File: config.mk
export PLATFORM = sky130hd
export DESIGN_NAME = nwp_protect
export DESIGN_NICKNAME = d
export VERILOG_FILES = /design/src/verilog/nwp_pkg.sv /design/src/verilog/nwp_protect.sv
export SDC_FILE = /design/constraint.sdc
export NUM_CORES = 1
export LEC_CHECK = 0
export ABC_AREA = 1
export BUFFER_PORTS_ARGS = -buffer_cell sky130_fd_sc_hd__buf_2
export CAP_MARGIN = 20
export CORE_ASPECT_RATIO = 2
export CORE_MARGIN = 1.5
export CORE_UTILIZATION = 46
export CTS_BUF_LIST = sky130_fd_sc_hd__clkbuf_2 sky130_fd_sc_hd__clkbuf_4 sky130_fd_sc_hd__clkbuf_8
export CTS_CLUSTER_DIAMETER = 150
export DETAILED_ROUTE_END_ITERATION = 16
export PLACE_DENSITY = 0.67
export SLEW_MARGIN = 20
export SYNTH_ARGS = -nofsm -noshare
export SYNTH_HDL_FRONTEND = slang
export SYNTH_SLANG_ARGS = --single-unit
export TNS_END_PERCENT = 30
File: constraint.sdc
create_clock -name clock -period 1.5 [get_ports clock]
set_input_delay 0.3 -clock clock [delete_from_list [all_inputs] [get_ports clock]]
set_output_delay 0.3 -clock clock [all_outputs]
set_load 0.02 [all_outputs]
File: src/verilog/nwp_pkg.sv
package nwp_pkg;

  // ************************************************************
  // Clock and timing
  // ************************************************************
  localparam int CLK_PERIOD_NS = 40;
  localparam int WRITE_TIME_NS = 2000000;   // Self-timed write cycle
  localparam int PWRT_TIME_NS = 72000000;   // Power-up timer span
  localparam int WRITE_CYCLES =
    (WRITE_TIME_NS + CLK_PERIOD_NS - 1) / CLK_PERIOD_NS;
  localparam int PWRT_CYCLES =
    (PWRT_TIME_NS + CLK_PERIOD_NS - 1) / CLK_PERIOD_NS;
  localparam int CNT_W = 22;
  localparam int SYNC_CYCLES = 2;           // Pin synchroniser depth

  // ************************************************************
  // Register bus
  // ************************************************************
  localparam int ADDR_W = 3;
  localparam int DATA_W = 8;
  localparam logic [2:0] OFS_CONTROL = 3'h0;
  localparam logic [2:0] OFS_UNLOCK = 3'h1;
  localparam logic [2:0] OFS_IRQ_STATUS = 3'h2;
  localparam logic [2:0] OFS_IRQ_MASK = 3'h3;
  localparam logic [2:0] OFS_CONFIG = 3'h4;

  // Control register fields
  localparam int CTL_START = 1;
  localparam int CTL_WRITE_ENABLE_BIT = 2;
  localparam int CTL_ERR = 3;
  localparam int CTL_PMSEL = 7;

  // Interrupt status and mask fields
  localparam int IRQ_DONE = 0;
  localparam int IRQ_ERR = 1;
  localparam int IRQ_W = 2;
  localparam logic [1:0] IRQ_MASK_RST = 2'h0;

  // Configuration word fields (1 = unprotected, erased state)
  localparam int CFG_DPROT = 0;
  localparam int CFG_CPLO = 1;
  localparam int CFG_CPHI = 2;
  localparam int CFG_WPROT = 3;
  localparam int CFG_W = 4;
  localparam int CFG_PWRT_RUN = 4;          // Config read bit: timer busy
  localparam logic [3:0] CFG_ERASED = 4'hF;

  // Unlock values
  localparam logic [7:0] UNLOCK_FIRST = 8'h55;
  localparam logic [7:0] UNLOCK_SECOND = 8'hAA;

  // ************************************************************
  // Unlock sequence states
  // ************************************************************
  typedef enum logic [1:0] {
    NWP_UL_IDLE = 2'b00,
    NWP_UL_FIRST = 2'b01,
    NWP_UL_ARMED = 2'b10
  } nwp_unlock_t;

endpackage

File: src/verilog/nwp_protect.sv
`timescale 1ns/1ps

// Function
// - Write starts only with enable set, then 55h, AAh, then start.
// - No automatic read-back compare after a write finishes.
// - Reset clears the write enable bit.
// - Running power-up timer, when enabled, blocks all firmware writes; serial configuration writes still go through.
// - Data EEPROM firmware access ignores the data protect bit.
// - Data protect active refuses serial reads and writes; serial erase still works.
// - Program protect bits never hinder fetch or internal reads.
// - Code protection stays until a full device erase or a reset.
// - Write protect bit reachable only from the serial port.
// - Write protect rejects firmware program memory writes selected before the start write.
// - Write protect leaves program memory reads untouched.
// - Write protect stays enabled until full device erase or reset.
// - Write end clears start bit and sets sticky done flag.
// - Core stalls through a program write whose select was set before the start write.
module nwp_protect #(
  parameter int WRITE_CYC = nwp_pkg::WRITE_CYCLES,
  parameter int PWRT_CYC = nwp_pkg::PWRT_CYCLES
) (
  // Clock and reset
  input wire logic clock,
  input wire logic nrst,
  // Register port
  input wire logic [nwp_pkg::ADDR_W-1:0] reg_addr,
  input wire logic [nwp_pkg::DATA_W-1:0] reg_wdata,
  input wire logic reg_we,
  input wire logic reg_re,
  output logic [nwp_pkg::DATA_W-1:0] reg_rdata,
  // Interrupt
  output logic irq,
  // Power-up timer strap pin
  input wire logic pwrt_enable_pin,
  // Serial programming port pins
  input wire logic ser_cfg_write_pin,
  input wire logic [nwp_pkg::CFG_W-1:0] ser_cfg_data_pin,
  input wire logic ser_erase_pin,
  output logic ser_read_grant,
  output logic ser_write_grant,
  output logic [nwp_pkg::CFG_W-1:0] ser_cfg_rdata,
  // Array and core side
  output logic array_write_start,
  output logic array_program_select,
  output logic write_busy,
  output logic core_stall,
  output logic program_read_allow
);
  import nwp_pkg::*;

  // ************************************************************
  // Pin synchronisers
  // ************************************************************
  localparam int SYN_W = CFG_W + 3;

  logic [SYN_W-1:0] syn1_q;
  logic [SYN_W-1:0] syn2_q;
  logic syn_wr_prev_q;
  logic syn_er_prev_q;

  // Two stages for every pin input
  always_ff @(posedge clock)
  begin
    if (!nrst)
    begin
      syn1_q <= '0;
      syn2_q <= '0;
      syn_wr_prev_q <= 1'b0;
      syn_er_prev_q <= 1'b0;
    end
    else
    begin
      syn1_q <= {pwrt_enable_pin, ser_erase_pin, ser_cfg_write_pin,
                 ser_cfg_data_pin};
      syn2_q <= syn1_q;
      syn_wr_prev_q <= syn2_q[CFG_W];
      syn_er_prev_q <= syn2_q[CFG_W+1];
    end
  end

  logic pwrt_en_s;
  logic ser_wr_rise;
  logic ser_er_rise;
  logic [CFG_W-1:0] ser_data_s;

  // Edge detection on the second stage only
  assign pwrt_en_s = syn2_q[CFG_W+2];
  assign ser_er_rise = syn2_q[CFG_W+1] & ~syn_er_prev_q;
  assign ser_wr_rise = syn2_q[CFG_W] & ~syn_wr_prev_q;
  assign ser_data_s = syn2_q[CFG_W-1:0];

  // ************************************************************
  // Register bus decode
  // ************************************************************
  logic wr_ctl;
  logic wr_unl;
  logic wr_msk;
  logic rd_sts;

  // Strobes qualified by address
  assign wr_ctl = reg_we && (reg_addr == OFS_CONTROL);
  assign wr_unl = reg_we && (reg_addr == OFS_UNLOCK);
  assign wr_msk = reg_we && (reg_addr == OFS_IRQ_MASK);
  assign rd_sts = reg_re && (reg_addr == OFS_IRQ_STATUS);

  // ************************************************************
  // State registers
  // ************************************************************
  logic [CFG_W-1:0] cfg_q;
  logic [CFG_W-1:0] cfg_d;
  nwp_unlock_t ul_q;
  nwp_unlock_t ul_d;
  logic write_enable_bit_q;
  logic write_enable_bit_d;
  logic pmsel_q;
  logic pmsel_d;
  logic start_q;
  logic start_d;
  logic err_q;
  logic err_d;
  logic [CNT_W-1:0] wcnt_q;
  logic [CNT_W-1:0] wcnt_d;
  logic [CNT_W-1:0] pcnt_q;
  logic [CNT_W-1:0] pcnt_d;
  logic pwrt_run_q;
  logic pwrt_run_d;
  logic [IRQ_W-1:0] sts_q;
  logic [IRQ_W-1:0] sts_d;
  logic [IRQ_W-1:0] msk_q;
  logic [IRQ_W-1:0] msk_d;
  logic irq_q;
  logic irq_d;
  logic [DATA_W-1:0] rdata_q;
  logic [DATA_W-1:0] rdata_d;
  logic astart_q;
  logic astart_d;
  logic stall_q;
  logic stall_d;
  logic srd_q;
  logic srd_d;
  logic swr_q;
  logic swr_d;
  logic nrst_seen_q;

  logic start_req;
  logic start_ok;
  logic wp_block;
  logic wr_end;

  // ************************************************************
  // Configuration word held for the serial port
  // ************************************************************
  // Serial writes can only clear bits; only erase or reset sets them again
  always_comb
  begin
    cfg_d = cfg_q;
    if (ser_er_rise)
      cfg_d = CFG_ERASED;
    else if (ser_wr_rise && swr_q)
      cfg_d = cfg_q & ser_data_s;
  end

  // Serial access grants from the protect bits
  always_comb
  begin
    srd_d = cfg_q[CFG_DPROT] &&
            (cfg_q[CFG_CPHI] || cfg_q[CFG_CPLO]);
    swr_d = cfg_q[CFG_DPROT] && cfg_q[CFG_CPHI] &&
            cfg_q[CFG_CPLO];
  end

  // ************************************************************
  // Power-up timer
  // ************************************************************
  // Strap is sampled after release; until then writes stay blocked
  always_comb
  begin
    pcnt_d = pcnt_q;
    pwrt_run_d = pwrt_run_q;
    if (pwrt_run_q)
    begin
      if (pcnt_q >= CNT_W'(PWRT_CYC - 1))
        pwrt_run_d = 1'b0;
      else if (!pwrt_en_s && pcnt_q >= CNT_W'(SYNC_CYCLES))
        pwrt_run_d = 1'b0;                      // Strap low once settled
      else
        pcnt_d = pcnt_q + CNT_W'(1);
    end
  end

  // ************************************************************
  // Unlock sequence
  // ************************************************************
  // Any other register write breaks the sequence
  always_comb
  begin
    ul_d = ul_q;
    if (reg_we)
    begin
      case (ul_q)
        NWP_UL_IDLE:
        begin
          if (wr_unl && reg_wdata == UNLOCK_FIRST)
            ul_d = NWP_UL_FIRST;
        end
        NWP_UL_FIRST:
        begin
          if (wr_unl && reg_wdata == UNLOCK_SECOND)
            ul_d = NWP_UL_ARMED;
          else if (wr_unl && reg_wdata == UNLOCK_FIRST)
            ul_d = NWP_UL_FIRST;
          else
            ul_d = NWP_UL_IDLE;
        end
        NWP_UL_ARMED:
          ul_d = NWP_UL_IDLE;
        default:
          ul_d = NWP_UL_IDLE;
      endcase
    end
  end

  // ************************************************************
  // Write control
  // ************************************************************
  assign start_req = wr_ctl && reg_wdata[CTL_START] && !start_q;
  assign wp_block = pmsel_q && !cfg_q[CFG_WPROT];
  assign start_ok = start_req && write_enable_bit_q && (ul_q == NWP_UL_ARMED) &&
                    !pwrt_run_q && !wp_block;
  assign wr_end = start_q && (wcnt_q >= CNT_W'(WRITE_CYC - 1));

  // Control bits, write cycle counter and array strobes
  always_comb
  begin
    write_enable_bit_d = write_enable_bit_q;
    pmsel_d = pmsel_q;
    start_d = start_q;
    err_d = err_q;
    wcnt_d = wcnt_q;
    astart_d = 1'b0;
    stall_d = stall_q;
    if (wr_ctl)
    begin
      write_enable_bit_d = reg_wdata[CTL_WRITE_ENABLE_BIT];
      if (!start_q)
        pmsel_d = reg_wdata[CTL_PMSEL];         // Held during a cycle
      if (!reg_wdata[CTL_ERR])
        err_d = 1'b0;
    end
    if (start_ok)
    begin
      start_d = 1'b1;
      wcnt_d = '0;
      astart_d = 1'b1;
      stall_d = pmsel_q;
    end
    else if (start_req && ul_q == NWP_UL_ARMED && write_enable_bit_q)
      err_d = 1'b1;
    if (start_q)
    begin
      if (wr_end)
      begin
        start_d = 1'b0;
        stall_d = 1'b0;
      end
      else
        wcnt_d = wcnt_q + CNT_W'(1);
    end
    // End of cycle just ends; no compare of written data
  end

  // ************************************************************
  // Interrupt status and mask
  // ************************************************************
  // Read clears; a new event in the same cycle wins
  always_comb
  begin
    sts_d = sts_q;
    msk_d = msk_q;
    if (rd_sts)
      sts_d = '0;
    if (wr_end)
      sts_d[IRQ_DONE] = 1'b1;
    if (start_req && !start_ok && ul_q == NWP_UL_ARMED && write_enable_bit_q)
      sts_d[IRQ_ERR] = 1'b1;
    if (wr_msk)
      msk_d = reg_wdata[IRQ_W-1:0];
    irq_d = |(sts_d & msk_d);
  end

  // ************************************************************
  // Read data
  // ************************************************************
  // Unmapped and write-only offsets read as zero
  always_comb
  begin
    rdata_d = '0;
    if (reg_re)
    begin
      case (reg_addr)
        OFS_CONTROL:
        begin
          rdata_d[CTL_PMSEL] = pmsel_q;
          rdata_d[CTL_ERR] = err_q;
          rdata_d[CTL_WRITE_ENABLE_BIT] = write_enable_bit_q;
          rdata_d[CTL_START] = start_q;
        end
        OFS_IRQ_STATUS:
          rdata_d[IRQ_W-1:0] = sts_q;
        OFS_IRQ_MASK:
          rdata_d[IRQ_W-1:0] = msk_q;
        OFS_CONFIG:
        begin
          rdata_d[CFG_W-1:0] = cfg_q;           // Read only
          rdata_d[CFG_PWRT_RUN] = pwrt_run_q;
        end
        default:
          rdata_d = '0;
      endcase
    end
  end

  // ************************************************************
  // Register stage
  // ************************************************************
  always_ff @(posedge clock)
  begin
    if (!nrst)
    begin
      cfg_q <= CFG_ERASED;
      ul_q <= NWP_UL_IDLE;
      write_enable_bit_q <= 1'b0;
      pmsel_q <= 1'b0;
      start_q <= 1'b0;
      err_q <= 1'b0;
      wcnt_q <= '0;
      pcnt_q <= '0;
      pwrt_run_q <= 1'b1;
      sts_q <= '0;
      msk_q <= IRQ_MASK_RST;
      irq_q <= 1'b0;
      rdata_q <= '0;
      astart_q <= 1'b0;
      stall_q <= 1'b0;
      srd_q <= 1'b0;
      swr_q <= 1'b0;
    end
    else
    begin
      cfg_q <= cfg_d;
      ul_q <= ul_d;
      write_enable_bit_q <= write_enable_bit_d;
      pmsel_q <= pmsel_d;
      start_q <= start_d;
      err_q <= err_d;
      wcnt_q <= wcnt_d;
      pcnt_q <= pcnt_d;
      pwrt_run_q <= pwrt_run_d;
      sts_q <= sts_d;
      msk_q <= msk_d;
      irq_q <= irq_d;
      rdata_q <= rdata_d;
      astart_q <= astart_d;
      stall_q <= stall_d;
      srd_q <= srd_d;
      swr_q <= swr_d;
    end
  end

  // ************************************************************
  // Outputs
  // ************************************************************
  assign reg_rdata = rdata_q;
  assign irq = irq_q;
  assign ser_read_grant = srd_q;
  assign ser_write_grant = swr_q;
  assign ser_cfg_rdata = cfg_q;
  assign array_write_start = astart_q;
  assign array_program_select = pmsel_q;
  assign write_busy = start_q;
  assign core_stall = stall_q;
  // Fetch and table reads never gated by protect bits
  assign program_read_allow = nrst_seen_q;

  // Read permission from the first clock edge onward, in reset or not
  always_ff @(posedge clock)
  begin
    if (!nrst)
      nrst_seen_q <= 1'b1;
    else
      nrst_seen_q <= 1'b1;
  end

endmodule

# Yosys cells after proc, flatten, opt, wreduce, memory -nomap -nowiden
# Cells that the tools add are included.
[word_totals] register_bits=88 latch_bits=0 mem_bits_rw=0 rom_bits=0 input_bits=22 output_inout_bits=20 word_cells=117 mem_count=0
[op_classes] addsub=2 multipliers=0 div_mod_pow=0 n_lt_le_gt_ge=3 n_eq_ne=9 n_shift=0 muxes=28 bitwise=10 n_reduce_logical=41
[op_table] op="2-to-1 mux 22 bit" n=3
[op_table] op="adder 22 x 1 -> 22 bit (second input constant)" n=2
[op_table] op="logical AND 1 bit" n=24
[op_table] op=">= comparator 22 x 16 -> 1 bit (second input constant)" n=1
[op_table] op=">= comparator 22 x 2 -> 1 bit (second input constant)" n=1
[op_table] op=">= comparator 22 x 21 -> 1 bit (second input constant)" n=1
[op_table] op="2-to-1 mux 1 bit" n=17
[op_table] op="AND reduction 3 bit" n=3
[op_table] op="equality test 8 x 7 -> 1 bit (second input constant)" n=1
[op_table] op="equality test 8 bit (second input constant)" n=1
[op_table] op="2-to-1 mux 2 bit" n=4
[op_table] op="one-hot mux 2 bit (2 select lines)" n=2
[op_table] op="equality test 3 x 2 -> 1 bit (second input constant)" n=2
[op_table] op="logical NOT 1 bit" n=6
[op_table] op="NOT 1 bit" n=6
[op_table] op="AND reduction 2 bit" n=3
[op_table] op="bitwise AND 4 bit" n=1
[op_table] op="one-hot mux 1 bit (4 select lines)" n=1
[op_table] op="OR reduction 2 bit" n=2
[op_table] op="equality test 3 x 1 -> 1 bit (second input constant)" n=1
[op_table] op="equality test 3 bit (second input constant)" n=1
[op_table] op="logical NOT 3 bit" n=1
[op_table] op="one-hot mux 1 bit (3 select lines)" n=1
[op_table] op="bitwise AND 1 bit" n=2
[op_table] op="other kinds (6)" n=6

# Logic depth before layout (Yosys ltp)
# Gate-level depths: netlist of the first run.
[depth] word_depth=15 depth_mapped=12 ltp_nobuf=11

# Least setup slack after synthesis of the first run
# No wires, ideal clock.
[synth_timing] kind="register to register" startpoint="register pcnt_q[0]" endpoint="register pcnt_q[11]" arrival_ns=1.525 required_ns=1.368 setup_slack_ns=-0.157 stages_incl_launch_ff=11 n_path_buf=2 synth_period_minus_slack_ns=1.657 path_cell_list="dfxtp_1 -> ha_1 -> nand3_1 -> o21ai_1 -> nand2_1 -> nand2_1 -> nand2_1 -> buf_2 -> buf_6 -> nand3_1 -> a21oi_1"
[synth_between] elab_chain_len=4 word_cells_on_any_way=7 classes_between="add/sub: 1; order compare: 2; bitwise: 2; reduce/logical: 2"
[synth_rtl] item="start, declared" line="nwp_protect.sv:123" rtl="logic [CNT_W-1:0] pcnt_q;"
[synth_rtl] item="start signal, assigned" line="nwp_protect.sv:357" rtl="pcnt_q <= pcnt_d;"
[synth_rtl] item=">= comparator 22 x 2 -> 1 bit" line="nwp_protect.sv:184" rtl="else if (!pwrt_en_s && pcnt_q >= CNT_W'(SYNC_CYCLES))"
[synth_rtl] item="logical AND 1 bit" line="nwp_protect.sv:184"
[synth_rtl] item="NOT 1 bit (no line)"
[synth_rtl] item="AND reduction 3 bit (no line)"
# Several ways; a longest one is shown, not always the timed one.
# A chain may end at the register's enable or synchronous reset.

# Worst setup path after layout of the first run
[layout_timing] startpoint="register wcnt_q[0]" endpoint="register wcnt_q[4]"
[layout_between] elab_chain_len=4 word_cells_on_any_way=5 classes_between="add/sub: 1; order compare: 1; mux: 2; reduce/logical: 1"
[layout_rtl] item="start, declared" line="nwp_protect.sv:121" rtl="logic [CNT_W-1:0] wcnt_q;"
[layout_rtl] item="start signal, assigned" line="nwp_protect.sv:356" rtl="wcnt_q <= wcnt_d;"
[layout_rtl] item=">= comparator 22 x 16 -> 1 bit" line="nwp_protect.sv:230" rtl="assign wr_end = start_q && (wcnt_q >= CNT_W'(WRITE_CYC - 1));"
[layout_rtl] item="logical AND 1 bit" line="nwp_protect.sv:230"
[layout_rtl] item="2-to-1 mux 22 bit (*)" line="nwp_protect.sv:261" rtl="if (wr_end)"
[layout_rtl] item="2-to-1 mux 22 bit (*)" line="nwp_protect.sv:259" rtl="if (start_q)"
# Mark *: on every way between the ends. The rest lies on a longest branch, timed or not.

==> results of run 1 <==
stage by stage:
step	total power [mW]	TNS, ns	hold slack [ns]	util	setup slack (ns)
floorplan	3.111	0	0.3905	-	0.004865
global placement	3.522	-0.8355	0.3925	0.5498	-0.09393
detailed placement	3.541	-1.433	0.3989	0.5498	-0.1038
CTS	5.086	-0.1819	0.09920	0.5854	-0.02285
global route	5.289	-4.184	0.1129	0.5978	-0.1600
finish	5.051	-0.2452	0.1179	0.5978	-0.03881
power groups by stage:
stage / logic [mW] / registers, mW / clock network (mW)
6_report: 1.13 / 2.44 / 1.49
5_1_grt: 1.22 / 2.45 / 1.62
4_1_cts: 1.11 / 2.44 / 1.54
3_5_place_dp: 1.05 / 2.49 / 0
3_3_place_gp: 1.04 / 2.49 / 0
2_1_floorplan: 0.614 / 2.50 / 0
worst register-to-register path, cell delays in order (launching register included):
cell and delay, ns:
dfxtp_4 0.36, ha_4 0.17, nand3_4 0.09, nand2_2 0.07
nand3_2 0.08, inv_2 0.04, nor2_4 0.14, buf_6 0.13
buf_16 0.11, nand4_1 0.10, nand2_1 0.11, nor2_1 0.04
synthesized netlist by cell type, drive strengths merged:
| cell | number |
|---|---|
| nand2 | 181 |
| nor2 | 98 |
| dfxtp | 86 |
| inv | 82 |
| nand3 | 58 |
| a21oi | 30 |
| nand4 | 22 |
| o21ai | 20 |
| clkbuf | 12 |
| buf | 11 |
| nor3 | 9 |
| xor2 | 7 |
| xnor2 | 6 |
| nand3b | 4 |
| ha | 3 |
| conb | 2 |
| a221oi | 1 |
| a31oi | 1 |
| and2 | 1 |
| clkinv | 1 |
| nor4 | 1 |
| o2111ai | 1 |
| or2 | 1 |
area by class of cell:
type | count | area share
clock buffers | 11 | 0.02712
repair buffers | 102 | 0.1433
clock inverters | 5 | 0.006313
multi-input cells | 448 | 0.4152
flip-flops and latches | 86 | 0.3259
well taps | 102 | 0.02385
inverters | 83 | 0.05822
flip-flops by register name (all words and copies together), names as in the netlist, 2 cells and up:
register       flops
msk_q              2
pcnt_q            22
reg_rdata          6
ser_cfg_rdata      4
sts_q              2
syn1_q             7
syn2_q             7
ul_q               2
wcnt_q            22
metal layers:
metal / wire [µm] / vias up
li1: - / 2192
met1: 4085 / 2025
met2: 6862 / 82
met3: 318 / 29
met4: 456 / 0
met5: 0 / -
cell families (layout without fill, tap and decap cells):
kind of cell / Yosys count / in the layout
AOI/OAI and AO/OA: 53 / 53
adders and majority gates: 3 / 3
other: 2 / 3
buffers and inverters: 106 / 201
and+or+nand+nor: 375 / 376
xor gates and xnor gates: 13 / 13
DFF: 86 / 86
worst max path at each step:
stage                                 startpoint                 endpoint  slack [ns]  cells after the start
after floorplan           pcnt_q[0]$_SDFFE_PN0P_  pcnt_q[14]$_SDFFE_PN0P_       0.005                     10
after global placement               reg_addr[2]     wcnt_q[1]$_SDFF_PN0_       -0.09                      9
after detailed placement  pcnt_q[3]$_SDFFE_PN0P_   pcnt_q[9]$_SDFFE_PN0P_       -0.10                      8
after CTS                 pcnt_q[0]$_SDFFE_PN0P_  pcnt_q[10]$_SDFFE_PN0P_       -0.02                     10
after global routing        wcnt_q[0]$_SDFF_PN0_     wcnt_q[4]$_SDFF_PN0_       -0.16                     11
final                       wcnt_q[0]$_SDFF_PN0_     wcnt_q[4]$_SDFF_PN0_       -0.04                     11
repair_timing:
item | CTS | global route
gates cloned | 2 | 1
pin swaps | 12 | 13
setup endpoints to repair | 40 | 44
resized for setup | 25 | 46
buffers inserted | 2 | 1
==> results_dict.tcl, run 1 <==
set metrics [dict create \
    status "complete, but fails checks" \
    violations "setup timing" \
    hold_violations 0 \
    start_util 0.4688 \
    r2r_setup_slack_ns -0.04 \
    antenna_found_initial 0 \
    path_cells "ha_4 -> nand3_4 -> nand2_2 -> nand3_2 -> inv_2 -> nor2_4 -> buf_6 -> buf_16 -> nand4_1 -> nand2_1 -> nor2_1" \
    grt_pass1_vias 4195 \
    regArea_mm2 0.001744 \
    cap_viol_max_count 0 \
    hold_depth 3 \
    cts_tree "built" \
    via_per_inst 5.171 \
    vdd_ir_drop_max_uv 618.5 \
    yosysWarnings 0 \
    h-tree-depth 3 \
    synth_top_family_by_area "simple AND/OR/NAND/NOR gates" \
    ys_seq_elements 86 \
    min_path_type "in -> reg" \
    ys_seq_area_frac 0.4103 \
    synth_compound_area_frac 0.06798 \
    clkSinkCount 86 \
    grt_busiest_layer "met2" \
    dp_hpwl_um 8676 \
    postLayoutCellArea_mm2 0.005351 \
    worstRegToRegCells 11 \
    switching_share 0.3059 \
    core_area_mm2 0.008951 \
    cts_buffer_depth 2 \
    synth.avg_cell_area_um2 6.578 \
    synth_top_area_share 0.4103 \
    final_cells 837 \
    die_w_um 70.54 \
    post-route-min-period_ns 1.539 \
    worstPathMaxFanout 6 \
    fp.dieArea_mm2 0.009740 \
    wl_um 11720 \
    yosys.area.top_type "dfxtp_1" \
    grt_max_degree 35 \
    synth_area_mm2 0.004197 \
    drc 0 \
    combPwrFrac 0.223 \
    cp-end-kind "flip-flop" \
    die_y_um 138.1 \
    routabilityCongestion 0.9761 \
    leakagePower_nw 2.415 \
    place_inst 816 \
    rr_startpoint "wcnt_q[0]$_SDFF_PN0_" \
    antenna_cells 0 \
    grt-ovfl-total 0 \
    ant_nets 0 \
    p_int_mw 3.506 \
    hold_end "syn1_q[1]$_SDFF_PN0_" \
    clock.fmax_ghz 0.6499 \
    rsz0062_at_grt "true" \
    layout_common_cells "176 x nand2_1, 78 x nor2_1, 78 x inv_1" \
    port_buffers 38 \
    area_growth_pct 27.52 \
    muxShareOfSynthArea 0 \
    cts_made_buffers 9 \
    final_common_cell "nand2_1" \
    power_switching_mw 1.545 \
    drive_above_1_share 0.2476 \
    required_ns 1.77 \
    grt_use_met3 0.04446 \
    holdBufCountCts 0 \
    synth_cell_types 30 \
    vias 4328 \
    rows 49 \
    synth_adder_area_share 0.008945 \
    synth_area_leaders "dfxtp_1 41%, nand2_1 16%, nor2_1 8.5%, inv_1 7.3%, nand3_1 6.7%" \
    fin_nets 755 \
    start_kind "flip-flop" \
    p_seq_frac 0.483 \
    min_from "ser_cfg_data_pin[1]" \
    setup_viol 22 \
    use_met2 0.4742 \
    critPathSlowestCell "dfxtp_4" \
    clockRootBuffer "clkbuf_8" \
    wl_per_cell_um 14.01 \
    grt_usage 0.2423 \
    r2r_end "wcnt_q[4]$_SDFF_PN0_" \
    synthSimpleGateAreaFrac 0.3792 \
    met1_usage 0.2261 \
    maxSlewViolCount 0 \
    pwr-share-clk 0.294 \
    power_density_mw_per_mm2 943.9 \
    synth_xor_area_frac 0.02713 \
    path_delay_family "simple AND/OR/NAND/NOR gates" \
    crit_type "reg -> reg" \
    arrival_ns 1.81 \
    grt_first_pass_wirelength_um 18780 \
    drt_iter0_markers 225 \
    setup_slack_ns -0.03881 \
    timing.final.crit_share 1.026 \
    clkTransAtPathRegs_ns 0.08 \
    cp_num_buf_inv 3 \
    dr.pass1.iters 4 \
    multi_input_area_mm2 0.002222 \
    ios 42 \
    place_area_mm2 0.004921 \
    clk_latency_ns 0.37 \
    postSynthCellCount 638 \
    fillers 852 \
    max_stage_delay_ns 0.36 \
    finalClockSkew_ns 0.007603 \
]
(Power assumes the default switching activity.)
==> run 2, diff against run 1 <==
Settings changed: SKIP_CTS_REPAIR_TIMING from default to 1.
==> run 2 against run 1 <==
The run still ends with setup timing left. Worst hold slack better by 0.0033 ns. Die area unchanged. Final cell count fell by 0.12%. Global-route usage decreased by 0.64 points. Cell area decreased by 0.51%. Register-to-register slack worse by 0.04 ns. Clock-buffer cell count did not move. Clock skew is essentially flat. Non-clock buffer count down 1. Critical path type unchanged. Highest routed layer unchanged.
==> results_dict.tcl, run 2 (synthesis results as in run 1) <==
set metrics [dict create \
    fp.dieArea_mm2 0.009740 \
    finalClockSkew_ns 0.007885 \
    antenna_found_initial 0 \
    worstRegToRegCells 10 \
    wl_per_cell_um 13.97 \
    grt_max_degree 35 \
    grt_pass1_vias 4128 \
    clock.fmax_ghz 0.6351 \
    drive_above_1_share 0.2330 \
    setup_viol 31 \
    arrival_ns 1.84 \
    place_inst 816 \
    violations "setup timing" \
    layout_common_cells "175 x nand2_1, 83 x nor2_1, 79 x inv_1" \
    port_buffers 38 \
    antenna_cells 0 \
    r2r_setup_slack_ns -0.07 \
    min_path_type "in -> reg" \
    cp-end-kind "flip-flop" \
    reg.largest.list "pcnt_q: 22 flops, wcnt_q: 22 flops" \
    drt_iter0_markers 277 \
    rsz0062_at_grt "true" \
    dr.pass1.iters 4 \
    start_kind "flip-flop" \
    hold_end "syn1_q[1]$_SDFF_PN0_" \
    worstPathMaxFanout 6 \
    hold_violations 0 \
    fin_setup_tns_ns -0.8653 \
    dp_hpwl_um 8676 \
    core_area_mm2 0.008951 \
    setup_slack_ns -0.07462 \
    clk_latency_ns 0.36 \
    hold_depth 3 \
    die_y_um 138.1 \
    crit_type "reg -> reg" \
    via_per_inst 5.160 \
    vias 4314 \
    cts_tree "built" \
    rr_startpoint "wcnt_q[0]$_SDFF_PN0_" \
    grt-ovfl-total 0 \
    die_w_um 70.54 \
    place_worst_setup_slack_ns -0.1038 \
    drc 0 \
    wl_um 11680 \
    final_common_cell "nand2_1" \
    leakagePower_nw 2.416 \
    area_growth_pct 26.86 \
    maxSlewViolCount 0 \
    fin_nets 754 \
    r2r_end "wcnt_q[4]$_SDFF_PN0_" \
    vdd_ir_drop_max_uv 657.6 \
    hold_slack_ns 0.1212 \
    grt_first_pass_wirelength_um 18300 \
    timing.final.crit_share 1.050 \
    ios 42 \
    routabilityCongestion 0.9761 \
    clkSinkCount 86 \
    start_util 0.4688 \
    power_density_mw_per_mm2 944.1 \
    post-route-min-period_ns 1.575 \
    grt_usage 0.2359 \
    clockRootBuffer "clkbuf_8" \
    cap_viol_max_count 0 \
    status "complete, but fails checks" \
    cts_buffer_depth 2 \
    required_ns 1.77 \
    rows 49 \
    clkTransAtPathRegs_ns 0.08 \
    min_from "ser_cfg_data_pin[1]" \
    cts_made_buffers 9 \
    ant_nets 0 \
    h-tree-depth 3 \
    final_cells 836 \
]
-- run 2: cell types whose count changed in the layout (fill, tap and decap cells not counted), sizes merged --
cell / before / now
buf: 102 / 99
clkbuf: 11 / 13
-- run 2: area by class of cell --
| cell class | instances | area [µm²] |
|---|---|---|
| clock inverters | 5 | 33.78 |
| clock buffers | 11 | 145.1 |
| flip-flops and latches | 86 | 1742 |
| multi-input cells | 448 | 2192 |
| inverters | 83 | 311.5 |
| well taps | 102 | 127.6 |
| fillers | 855 | 3627 |
| repair buffers | 101 | 772.0 |
-- run 2: worst max path at each step --
stage                              end  cells past startpoint  slack (ns)                    from
4_1_cts         pcnt_q[9]$_SDFFE_PN0P_                      8       -0.12  pcnt_q[3]$_SDFFE_PN0P_
3_5_place_dp    pcnt_q[9]$_SDFFE_PN0P_                      8       -0.10  pcnt_q[3]$_SDFFE_PN0P_
2_1_floorplan  pcnt_q[14]$_SDFFE_PN0P_                     10       0.005  pcnt_q[0]$_SDFFE_PN0P_
3_3_place_gp      wcnt_q[1]$_SDFF_PN0_                      9       -0.09             reg_addr[2]
5_1_grt           wcnt_q[4]$_SDFF_PN0_                     10       -0.18    wcnt_q[0]$_SDFF_PN0_
6_report          wcnt_q[4]$_SDFF_PN0_                     10       -0.07    wcnt_q[0]$_SDFF_PN0_
-- run 2: power by group --
group	leakage (nW)	internal (mW)	switching [mW]
logic	1.62	0.469	0.632
registers	0.704	2.37	0.0708
clock network	0.0970	0.666	0.819
total	2.42	3.50	1.52
-- run 2: worst max-delay path: stages (launching register included) --
cell and delay [ns]:
dfxtp_4 0.37, ha_4 0.17, nand3_4 0.08, nand2_2 0.06, nand3_2 0.08, inv_2 0.05, nor2_4 0.23, clkbuf_16 0.20
nand4_1 0.10, nand2_1 0.09, nor2_1 0.04
-- run 2: stage by stage --
step / utilization / total power [mW] / area (µm²)
after floorplan: - / 3.111 / 4230
after global placement: 0.5498 / 3.522 / 4921
after detailed placement: 0.5498 / 3.541 / 4921
after CTS: 0.5698 / 5.034 / 5100
after global routing: 0.5948 / 5.276 / 5324
final: 0.5948 / 5.026 / 5324
-- run 2: layer usage --
metal	part of all wire	global-route usage	routed length, µm	vias up
met4	0.043	0.1321	505	0
met3	0.029	0.04300	335	33
met5	0	0	0	-
met1	0.35	0.2201	4032	2004
met2	0.58	0.4583	6809	93
li1	-	-	-	2184
